[src/design/gdpc_pkg.sv]
// Package for the GPIO direction and polarity configuration block.
// Assumes a byte-wide configuration port with index and data accesses.
package gdpc_pkg;
  // ----------------------------------------------------------------
  // Register indexes and reset values
  // ----------------------------------------------------------------
  localparam logic [7:0] IDX_DIR_G1 = 8'h31;
  localparam logic [7:0] IDX_POL_G1 = 8'h32;
  localparam logic [7:0] IDX_DIR_G2 = 8'h33;
  localparam logic [7:0] IDX_POL_G2 = 8'h34;
  localparam logic [7:0] IDX_OBT = 8'h39;
  localparam logic [7:0] RST_VAL = 8'h00;
  localparam logic [7:0] DIR_G2_WMASK = 8'hDF;
  // ----------------------------------------------------------------
  // Field positions
  // ----------------------------------------------------------------
  localparam int G1_PINS = 8;
  localparam int G2_PINS = 5;
  localparam int ALT_G2_BIT = 6;
  localparam int ALT_SMI_BIT = 7;
  localparam int PME_POL_BIT = 5;
  localparam int IRQ1_SEL_BIT = 6;
  localparam int IRQ2_SEL_BIT = 7;
  localparam int SMI_PIN = 2;
  localparam int IRQ1_PIN = 3;
  localparam int IRQ2_PIN = 4;
  localparam int ALT_PIN = 3;
  localparam int OBT_SMI_BIT = 0;
  localparam int OBT_PME_BIT = 7;

  typedef struct packed {
    logic [7:0] dir_g1;
    logic [7:0] pol_g1;
    logic [7:0] dir_g2;
    logic [7:0] pol_g2;
  } gdpc_regs_t;
endpackage

[src/design/gdpc_top.sv]
// GPIO direction and polarity configuration with alternate-function routing.
// Assumes a configuration-state flag and byte index and data strobes from the host port.
// Summary of operation
// - Access only in config state with matching index.
// - Group1 direction bits: 0 input, 1 output.
// - Group1 polarity bits: 0 normal, 1 inverted.
// - Group2 direction bits 0-4.
// - Group2 direction bit 5 reads zero.
// - Bits 6,7 select alternate pin functions.
// - Alternate input still follows polarity bit.
// - SMI output active low when non-inverted.
// - Group2 polarity bits 0-4.
// - Power event polarity, non-inverted active low.
// - Bits 6,7 route pins to IRQ inputs.
// - All configuration registers clear on standby reset.
// - Output type register picks open drain.
//
// Register access is two-step: an index write selects one of the four
// registers, then data strokes read or write it. Strokes outside the
// configuration state are dropped, so a stray host cycle in normal
// operation can never reconfigure a pin.
//
// Every output is registered. Pin levels pass a three-stage synchroniser
// and a stability stage before they reach the value outputs, so a pin
// change shows four edges after it is first sampled.
`timescale 1ns/100ps
module gdpc_top (
  input wire logic i_sys_clk,
  input wire logic i_rst_b,
  input wire logic i_ce,
  input wire logic i_cfg_state,
  input wire logic i_idx_wr,
  input wire logic i_data_wr,
  input wire logic i_data_rd,
  input wire logic [7:0] i_wdata,
  output logic [7:0] o_rdata,
  input wire logic [7:0] i_obt,
  input wire logic [7:0] i_g1_pin_in,
  input wire logic [4:0] i_g2_pin_in,
  input wire logic [7:0] i_g1_out_val,
  input wire logic [4:0] i_g2_out_val,
  input wire logic i_smi_req,
  input wire logic i_pme_req,
  output logic [7:0] o_g1_pin_out,
  output logic [7:0] o_g1_pin_oe_b,
  output logic [4:0] o_g2_pin_out,
  output logic [4:0] o_g2_pin_oe_b,
  output logic [7:0] o_g1_in_val,
  output logic [4:0] o_g2_in_val,
  output logic o_alt_in,
  output logic o_aux_irq_input_1,
  output logic o_aux_irq_input_2,
  output logic o_power_event_out,
  output logic o_power_event_oe_b
);
  // ----------------------------------------------------------------
  // Configuration registers
  // ----------------------------------------------------------------
  gdpc_pkg::gdpc_regs_t regs_r, regs_nxt;
  logic [7:0] index_r, index_nxt;
  logic [7:0] rdata_r, rdata_nxt;

  // ----------------------------------------------------------------
  // Register decode helpers
  // ----------------------------------------------------------------
  // Both the write and the read path decode the index here, so the two
  // can never disagree about which index owns which register.
  function automatic gdpc_pkg::gdpc_regs_t write_reg(
    input gdpc_pkg::gdpc_regs_t cur,
    input logic [7:0] idx,
    input logic [7:0] data
  );
    gdpc_pkg::gdpc_regs_t upd;
    upd = cur;
    unique case (idx)
      gdpc_pkg::IDX_DIR_G1: upd.dir_g1 = data;
      gdpc_pkg::IDX_POL_G1: upd.pol_g1 = data;
      gdpc_pkg::IDX_DIR_G2: upd.dir_g2 = data & gdpc_pkg::DIR_G2_WMASK;
      gdpc_pkg::IDX_POL_G2: upd.pol_g2 = data;
      default: ;
    endcase
    return upd;
  endfunction

  // Indexes that belong to other blocks read as zero here; the host port
  // merges the answers, so returning anything else would corrupt them.
  function automatic logic [7:0] read_reg(
    input gdpc_pkg::gdpc_regs_t cur,
    input logic [7:0] idx
  );
    logic [7:0] val;
    val = gdpc_pkg::RST_VAL;
    unique case (idx)
      gdpc_pkg::IDX_DIR_G1: val = cur.dir_g1;
      gdpc_pkg::IDX_POL_G1: val = cur.pol_g1;
      gdpc_pkg::IDX_DIR_G2: val = cur.dir_g2 & gdpc_pkg::DIR_G2_WMASK;
      gdpc_pkg::IDX_POL_G2: val = cur.pol_g2;
      default: val = gdpc_pkg::RST_VAL;
    endcase
    return val;
  endfunction

  // A data stroke uses the index held before this edge, so an index
  // write and a data stroke in the same cycle do not interact.
  always_comb begin
    regs_nxt = regs_r;
    index_nxt = index_r;
    rdata_nxt = rdata_r;
    if (i_cfg_state && i_idx_wr) begin
      index_nxt = i_wdata;
    end
    if (i_cfg_state && i_data_wr) begin
      regs_nxt = write_reg(regs_r, index_r, i_wdata);
    end
    if (i_cfg_state && i_data_rd) begin
      rdata_nxt = read_reg(regs_r, index_r);
    end
  end

  always_ff @(posedge i_sys_clk) begin
    if (!i_rst_b) begin
      regs_r <= '0;
      index_r <= 8'h00;
      rdata_r <= 8'h00;
    end else if (i_ce) begin
      regs_r <= regs_nxt;
      index_r <= index_nxt;
      rdata_r <= rdata_nxt;
    end
  end

  // ----------------------------------------------------------------
  // Pin input synchronisers
  // ----------------------------------------------------------------
  // Three stages; a change is taken once stages two and three agree.
  // The stability stage costs one edge of latency but keeps a pin that
  // is caught mid-transition from producing a one-cycle glitch.
  localparam int N_PINS = gdpc_pkg::G1_PINS + gdpc_pkg::G2_PINS;

  // The vectors below are laid out for the two fixed pin groups.
  if (N_PINS != 13) begin : g_pin_count_check
    $error("pin group widths do not match the synchroniser");
  end

  logic [12:0] s1_r, s2_r, s3_r, stab_r;
  logic [12:0] s1_nxt, s2_nxt, s3_nxt, stab_nxt;

  always_comb begin
    s1_nxt = {i_g2_pin_in, i_g1_pin_in};
    s2_nxt = s1_r;
    s3_nxt = s2_r;
    stab_nxt = stab_r;
    for (int k = 0; k < 13; k++) begin
      if (s2_r[k] == s3_r[k]) begin
        stab_nxt[k] = s3_r[k];
      end
    end
  end

  always_ff @(posedge i_sys_clk) begin
    if (!i_rst_b) begin
      s1_r <= 13'h0000;
      s2_r <= 13'h0000;
      s3_r <= 13'h0000;
      stab_r <= 13'h0000;
    end else if (i_ce) begin
      s1_r <= s1_nxt;
      s2_r <= s2_nxt;
      s3_r <= s3_nxt;
      stab_r <= stab_nxt;
    end
  end

  // ----------------------------------------------------------------
  // Pin drive and routing
  // ----------------------------------------------------------------
  typedef struct packed {
    logic [7:0] g1_out;
    logic [7:0] g1_oe_b;
    logic [4:0] g2_out;
    logic [4:0] g2_oe_b;
    logic [7:0] g1_in;
    logic [4:0] g2_in;
    logic alt_in;
    logic irq1;
    logic irq2;
    logic pme_out;
    logic pme_oe_b;
  } gdpc_pins_t;
  gdpc_pins_t pins_r, pins_nxt;
  logic smi_lvl;
  logic pme_lvl;

  always_comb begin
    pins_nxt.g1_in = stab_r[7:0] ^ regs_r.pol_g1;
    pins_nxt.g2_in = stab_r[12:8] ^ regs_r.pol_g2[4:0];
    pins_nxt.g1_out = i_g1_out_val ^ regs_r.pol_g1;
    pins_nxt.g2_out = i_g2_out_val ^ regs_r.pol_g2[4:0];
    pins_nxt.g1_oe_b = ~regs_r.dir_g1;
    pins_nxt.g2_oe_b = ~regs_r.dir_g2[4:0];
    // Pins steered to IRQ inputs are treated as inputs whatever the direction bit.
    pins_nxt.irq1 = 1'b0;
    pins_nxt.irq2 = 1'b0;
    if (regs_r.pol_g2[gdpc_pkg::IRQ1_SEL_BIT]) begin
      pins_nxt.irq1 = stab_r[gdpc_pkg::IRQ1_PIN] ^ regs_r.pol_g1[gdpc_pkg::IRQ1_PIN];
      pins_nxt.g1_oe_b[gdpc_pkg::IRQ1_PIN] = 1'b1;
    end
    if (regs_r.pol_g2[gdpc_pkg::IRQ2_SEL_BIT]) begin
      pins_nxt.irq2 = stab_r[gdpc_pkg::IRQ2_PIN] ^ regs_r.pol_g1[gdpc_pkg::IRQ2_PIN];
      pins_nxt.g1_oe_b[gdpc_pkg::IRQ2_PIN] = 1'b1;
    end
    pins_nxt.alt_in = 1'b0;
    if (regs_r.dir_g2[gdpc_pkg::ALT_G2_BIT]) begin
      pins_nxt.alt_in = pins_nxt.g2_in[gdpc_pkg::ALT_PIN];
    end
    // Non-inverted gives an active-low request level on the pin.
    smi_lvl = ~i_smi_req ^ regs_r.pol_g1[gdpc_pkg::SMI_PIN];
    if (regs_r.dir_g2[gdpc_pkg::ALT_SMI_BIT]) begin
      pins_nxt.g1_out[gdpc_pkg::SMI_PIN] = smi_lvl;
      pins_nxt.g1_oe_b[gdpc_pkg::SMI_PIN] = 1'b0;
      if (i_obt[gdpc_pkg::OBT_SMI_BIT] && smi_lvl) begin
        pins_nxt.g1_oe_b[gdpc_pkg::SMI_PIN] = 1'b1;
      end
    end
    pme_lvl = ~i_pme_req ^ regs_r.pol_g2[gdpc_pkg::PME_POL_BIT];
    pins_nxt.pme_out = pme_lvl;
    pins_nxt.pme_oe_b = i_obt[gdpc_pkg::OBT_PME_BIT] & pme_lvl;
  end

  always_ff @(posedge i_sys_clk) begin
    if (!i_rst_b) begin
      pins_r <= '0;
      pins_r.g1_oe_b <= 8'hFF;
      pins_r.g2_oe_b <= 5'h1F;
      pins_r.pme_out <= 1'b1;
    end else if (i_ce) begin
      pins_r <= pins_nxt;
    end
  end

  assign o_rdata = rdata_r;
  assign o_g1_pin_out = pins_r.g1_out;
  assign o_g1_pin_oe_b = pins_r.g1_oe_b;
  assign o_g2_pin_out = pins_r.g2_out;
  assign o_g2_pin_oe_b = pins_r.g2_oe_b;
  assign o_g1_in_val = pins_r.g1_in;
  assign o_g2_in_val = pins_r.g2_in;
  assign o_alt_in = pins_r.alt_in;
  assign o_aux_irq_input_1 = pins_r.irq1;
  assign o_aux_irq_input_2 = pins_r.irq2;
  assign o_power_event_out = pins_r.pme_out;
  assign o_power_event_oe_b = pins_r.pme_oe_b;
endmodule

[config.mk]
export PLATFORM = sky130hd
export DESIGN_NAME = gdpc_top
export DESIGN_NICKNAME = d
export VERILOG_FILES = /design/src/design/gdpc_pkg.sv /design/src/design/gdpc_top.sv
export SDC_FILE = /design/constraint.sdc
export NUM_CORES = 1
export LEC_CHECK = 0
export BUFFER_PORTS_ARGS = -buffer_cell sky130_fd_sc_hd__buf_4
export CORE_ASPECT_RATIO = 1.4
export CORE_MARGIN = 1
export CORE_UTILIZATION = 44
export CTS_CLUSTER_SIZE = 14
export DETAILED_ROUTE_END_ITERATION = 8
export GPL_TIMING_DRIVEN = 0
export PLACE_DENSITY_LB_ADDON = 0.05
export RECOVER_POWER = 50
export SLEW_MARGIN = 20
export SYNTH_ARGS = -nofsm -noshare
export SYNTH_HDL_FRONTEND = slang
export SYNTH_SLANG_ARGS = --single-unit
export TNS_END_PERCENT = 100
[constraint.sdc]
create_clock -name i_sys_clk -period 1.9 [get_ports i_sys_clk]
set_input_delay 0.38 -clock i_sys_clk [delete_from_list [all_inputs] [get_ports i_sys_clk]]
set_output_delay 0.38 -clock i_sys_clk [all_outputs]
set_load 0.01 [all_outputs]
==> flow_metrics.py, run 1 <==
metrics = {
    "timing": {
        "slew_headroom_pct": 53.0,
        "fmax_ghz": 0.631,
        "worst_hold_slack_ns": 0.197,
        "period_share_pct": 83.4,
        "hold_viol_final": 0,
        "report.final.slew_viol_count": 0,
        "report.final.setup_viol": 0,
        "finClkSkew_ns": 0.00892,
        "rsz0062_at_grt": "no",
        "worst_pin_slew_ns": 0.704,
        "tns_ns": 0,
        "period_needed_ns": 1.58,
    },
    "synthesis": {
        "synthDistinctLibCells": 40,
        "async_flop_share_pct": 0,
        "seq_area_frac_synth_pct": 49.4,
        "yosysWarnings": 0,
        "synthCells": 604,
        "synth_edf_count": 0,
        "syn_area_per_cell_um2": 9.59,
        "syn_area_um2": 5790,
        "synth-seq-cells": 143,
        "syn_nets": 655,
        "synthFlopType": "dfxtp_1",
    },
    "die": {
        "placementRows": 49,
        "io_pins": 103,
        "die-height_um": 138,
        "die_w_um": 99.0,
        "initial_core_util_pct": 45.2,
        "core_um2": 12800,
        "die_area_um2": 13600,
    },
    "clock_network": {
        "cts_setup_buffers": 0,
        "cts_resized": 0,
        "clock-sinks": 143,
        "postCtsHoldBufs": 0,
        "htreeDepth": 4,
        "clkLatencyLatePin_ns": 0.42,
        "numCtsBuffers": 17,
        "cts_buffer_depth": 2,
        "cts_tree": "done",
        "root_buffer": "clkbuf_16",
        "path_clk_slew_ns": 0.06,
    },
    "final_layout": {
        "nNetsFinal": 768,
        "num-fill-cells": 1205,
        "postLayoutCoreUtil_pct": 55.4,
        "drive_gt1_share_pct": 13.7,
        "layout_common_cells": "143 x dfxtp_1, 92 x nor2_1, 83 x mux2i_1, 73 x clkbuf_1, 73 x nand2_1",
        "n_antenna_cell": 0,
        "syn2layout_area_growth_pct": 22.6,
        "fin_cells": 883,
        "fin_area_um2": 7100,
        "mostFrequentLayoutCell": "dfxtp_1",
    },
    "global_routing": {
        "grt_pass1_vias": 4585,
        "antenna_found_initial": 0,
        "grt_usage_pct": 24.5,
        "gr-total-overflow": 0,
        "grt_max_degree": 17,
        "grt_pass1_wl_mm": 24.7,
    },
    "placement": {
        "dp.cells": 851,
        "io_buffers": 94,
        "hpwl_mm": 11.9,
        "gp_congestion": 0.815,
        "detailed_place.area_um2": 6690,
    },
    "power_and_ir_drop": {
        "combPwrFrac_pct": 6.7,
        "p_per_area_nw_per_um2": 976,
        "ir_drop_v": 0.000603,
        "leakage_nw": 3.02,
        "intPower_w": 0.00530,
        "pwr-share-clk_pct": 48.3,
        "power_switching_w": 0.00162,
        "power_frac_seq_pct": 45.0,
        "swShare_pct": 23.4,
    },
    "worst_hold_path": {
        "hp-class": "input port to register",
    },
    "setup_path": {
        "slowest_stage": "buf_1",
        "critical_path.endpoint_type": "register",
        "worstSetupPathType": "input port to register",
        "worstPathCellList": "clkbuf_1 > inv_1 > buf_2 > buf_1 > a211oi_1",
        "critPathLaunchType": "input port",
        "cp.required_ns": 2.16,
        "crit_family": "buffers and inverters",
        "slowest_delay_ns": 0.58,
        "cp.arrival_ns": 1.85,
        "critPathMaxFanout": 10,
        "worst-path-buf-inv": 4,
    },
    "status": {
        "status": "completed",
    },
    "flow_run": {
        "maxCapViolCount": 0,
    },
    "drt": {
        "first_iter_violations": 162,
        "firstDrtPassIters": 4,
        "wl_mm": 16.0,
        "via_per_inst": 5.29,
        "drc": 0,
        "wire_per_inst_um": 18.1,
        "antenna_left": 0,
        "vias": 4674,
    },
}
registers in the layout, summed over array words and instances, names as in the netlist, 5 cells and up:
name	cells
s1_r	13
o_g2_in_val	5
regs_r	31
o_g1_pin_oe_b	8
o_g2_pin_out	5
s2_r	13
stab_r	13
o_g1_pin_out	8
s3_r	13
o_rdata	8
o_g1_in_val	8
o_g2_pin_oe_b	5
index_r	8
worst min-delay path, delay by kind of cell:
kind	cells	cell delay, ns
simple gates	1	0.07
buf+inv	1	0.08
mux	1	0.05
cell families after synthesis:
kind of cell	share of synthesized area [%]
compound gates	12.4
simple gates	15.9
mux	14.3
xor+xnor	4.52
flops	49.4
buf+inv	3.44
final timing paths:
path | startpoint | to | slack (ns) | depth (start not counted)
min reg2reg | o_rdata[0] | o_rdata[0] | 0.44 | 2
min | i_g1_pin_in[2] | s1_r[2] | 0.20 | 3
max reg2reg | index_r[2] | regs_r[5] | 0.39 | 6
max | i_rst_b | o_g1_pin_out[5] | 0.32 | 5
Yosys cell counts (all sizes together), types with 4 or more instances:
cell type / count / area share (%)
a211oi: 26 / 3.4
a21o: 11 / 1.4
a21oi: 18 / 1.6
a22oi: 7 / 0.91
and2: 8 / 0.86
buf: 22 / 2.1
clkbuf: 19 / 1.2
dfxtp: 143 / 49
mux2i: 83 / 14
nand2: 74 / 4.8
nand4: 5 / 1.6
nor2: 93 / 6.2
o21ai: 35 / 3.0
o22a: 7 / 1.1
o2bb2ai: 4 / 0.60
xnor2: 28 / 4.4
power by group through the flow:
stage / combinational [W] / clock, W / sequential (W)
after floorplan: 0.000255 / 0 / 0.00319
after global placement: 0.000484 / 0 / 0.00318
after detailed placement: 0.000494 / 0 / 0.00318
after CTS: 0.000496 / 0.00340 / 0.00312
after global routing: 0.000509 / 0.00352 / 0.00312
final: 0.000465 / 0.00335 / 0.00312
area by class of cell:
cell class / instances / area, um^2 / share of cell area (%)
Clock inverter: 11 / 133 / 1.87
Sequential cell: 143 / 2860 / 40.3
Buffer: 41 / 189 / 2.66
Inverter: 2 / 7.51 / 0.106
Timing Repair Buffer: 94 / 518 / 7.30
Tap cell: 153 / 191 / 2.70
Multi-Input combinational cell: 418 / 2730 / 38.4
Clock buffer: 21 / 470 / 6.63
routing by layer:
| layer | wire length [um] | vias to the layer above | track usage, % |
|---|---|---|---|
| met5 | 0 | - | 0 |
| met4 | 522 | 0 | 12.2 |
| met3 | 593 | 33 | 5.43 |
| met2 | 8540 | 108 | 45.8 |
| met1 | 6340 | 2231 | 25.7 |
| li1 | - | 2302 | - |
per-stage QoR:
step | worst slack, ns | total power (W)
floorplan | 0.538 | 0.00344
global placement | 0.0284 | 0.00366
detailed placement | 0.00613 | 0.00368
CTS | 0.389 | 0.00701
global route | 0.225 | 0.00715
finish | 0.316 | 0.00693
(Power assumes the default switching activity.)
==> run 2: changes to the inputs <==
Clock period 1.9 ns to 1.56 ns, I/O delays scaled along.
==> flow_metrics.py, run 2 (same netlist as run 1, synthesis figures left out) <==
metrics = {
    "power_and_ir_drop": {
        "ir_drop_v": 0.000734,
        "pwr-share-clk_pct": 48.4,
        "intPower_w": 0.00646,
        "power_frac_seq_pct": 44.9,
        "power_w": 0.00844,
        "swShare_pct": 23.5,
        "power_switching_w": 0.00198,
        "combPwrFrac_pct": 6.7,
        "p_per_area_nw_per_um2": 1190,
        "leakage_nw": 3.02,
    },
    "final_layout": {
        "fin_cells": 883,
        "nNetsFinal": 768,
        "layout_common_cells": "143 x dfxtp_1, 92 x nor2_1, 83 x mux2i_1, 73 x nand2_1, 72 x clkbuf_1",
        "mostFrequentLayoutCell": "dfxtp_1",
        "n_antenna_cell": 0,
        "fin_area_um2": 7100,
        "drive_gt1_share_pct": 13.8,
        "top_register": "regs_r",
        "syn2layout_area_growth_pct": 22.6,
        "largest_register_ffs": 31,
    },
    "timing": {
        "period_needed_ns": 1.47,
        "report.final.setup_viol": 0,
        "hold_viol_final": 0,
        "worst_pin_slew_ns": 0.706,
        "fmax_ghz": 0.682,
        "rsz0062_at_grt": "no",
        "period_share_pct": 94.0,
        "finClkSkew_ns": 0.0111,
        "worst_hold_slack_ns": 0.122,
        "report.final.slew_viol_count": 0,
        "slew_headroom_pct": 52.9,
        "tns_ns": 0,
    },
    "clock_network": {
        "numCtsBuffers": 17,
        "clkLatencyLatePin_ns": 0.43,
        "postCtsHoldBufs": 0,
        "cts_resized": 0,
        "cts_setup_buffers": 0,
        "path_clk_slew_ns": 0.07,
        "cts_buffer_depth": 2,
        "cts_tree": "done",
        "htreeDepth": 4,
        "root_buffer": "clkbuf_16",
        "clock-sinks": 143,
    },
    "setup_path": {
        "crit_start": "index_r[5]",
        "cp.required_ns": 1.85,
        "cp.arrival_ns": 1.76,
        "critPathMaxFanout": 8,
        "worstSetupPathType": "register to register",
        "reg2reg_from": "index_r[5]",
        "critical_path.endpoint_type": "register",
        "critPathLaunchType": "register",
    },
    "worst_hold_path": {
        "worstHoldStart": "i_g1_pin_in[2]",
        "hp-class": "input port to register",
    },
    "global_routing": {
        "grt_pass1_wl_mm": 24.7,
        "use_met1_pct": 25.7,
        "grt_usage_pct": 24.5,
        "grt_max_degree": 17,
        "grt_use_met3_pct": 5.43,
        "busiest_layer": "met2",
        "antenna_found_initial": 0,
        "grt_pass1_vias": 4585,
        "gr-total-overflow": 0,
        "use_met2_pct": 45.8,
    },
    "drt": {
        "antenna_left": 0,
        "via_per_inst": 5.27,
        "firstDrtPassIters": 4,
        "vias": 4655,
        "first_iter_violations": 149,
        "drc": 0,
        "wl_mm": 16.0,
        "wire_per_inst_um": 18.1,
    },
    "die": {
        "placementRows": 49,
        "core_um2": 12800,
        "die_area_um2": 13600,
        "die-height_um": 138,
        "die_w_um": 99.0,
        "initial_core_util_pct": 45.2,
        "io_pins": 103,
    },
    "placement": {
        "hpwl_mm": 11.9,
        "dp.cells": 851,
        "detailed_place.area_um2": 6690,
        "io_buffers": 94,
        "gp_congestion": 0.815,
    },
    "status": {
        "status": "completed",
    },
    "flow_run": {
        "maxCapViolCount": 0,
    },
}
-- run 2: cell count changes in the layout (fill, tap and decap cells not counted) --
cell,delta
clkbuf_1,-1
clkbuf_2,+2
buf_4,-1
-- run 2: worst paths after layout --
path	to	slack, ns	cells after the start
setup / recovery	regs_r[5]	0.09	4
hold / removal	s1_r[2]	0.12	3
setup reg to reg	regs_r[5]	0.09	4
hold reg to reg	o_rdata[0]	0.44	2
-- run 2: cell type report --
type / instances / area [um^2]
well taps: 153 / 191
flip-flops and latches: 143 / 2860
repair buffers: 94 / 514
plain buffers: 41 / 191
clock inverters: 11 / 133
multi-input cells: 418 / 2730
inverters: 2 / 7.51
fillers: 1205 / 5710
clock buffers: 21 / 470
-- run 2: power by group through the flow --
stage / Sequential, W / Clock, W / Combinational (W)
floorplan: 0.00388 / 0 / 0.000311
global placement: 0.00387 / 0 / 0.000590
detailed placement: 0.00387 / 0 / 0.000602
CTS: 0.00379 / 0.00414 / 0.000604
global route: 0.00380 / 0.00429 / 0.000621
finish: 0.00379 / 0.00408 / 0.000565
-- run 2: routing by layer --
layer  up-vias  wire (um)
li1       2306          -
met1      2206       6280
met2       110       8540
met3        33        608
met4         0        540
met5         -          0
-- run 2: worst max-delay path: stages (launching register included) --
cell     delay, ns
dfxtp_1       0.38
nor3b_2       0.37
nand4_4       0.29
mux2i_1       0.24
nor2_1        0.06
-- run 2: metrics by stage --
stage,worst slack [ns],utilization (%)
2_1_floorplan,0.266,-
3_3_place_gp,-0.244,52.2
3_5_place_dp,-0.266,52.2
4_1_cts,0.0489,56.9
5_1_grt,0.00902,55.4
6_report,0.0944,55.4
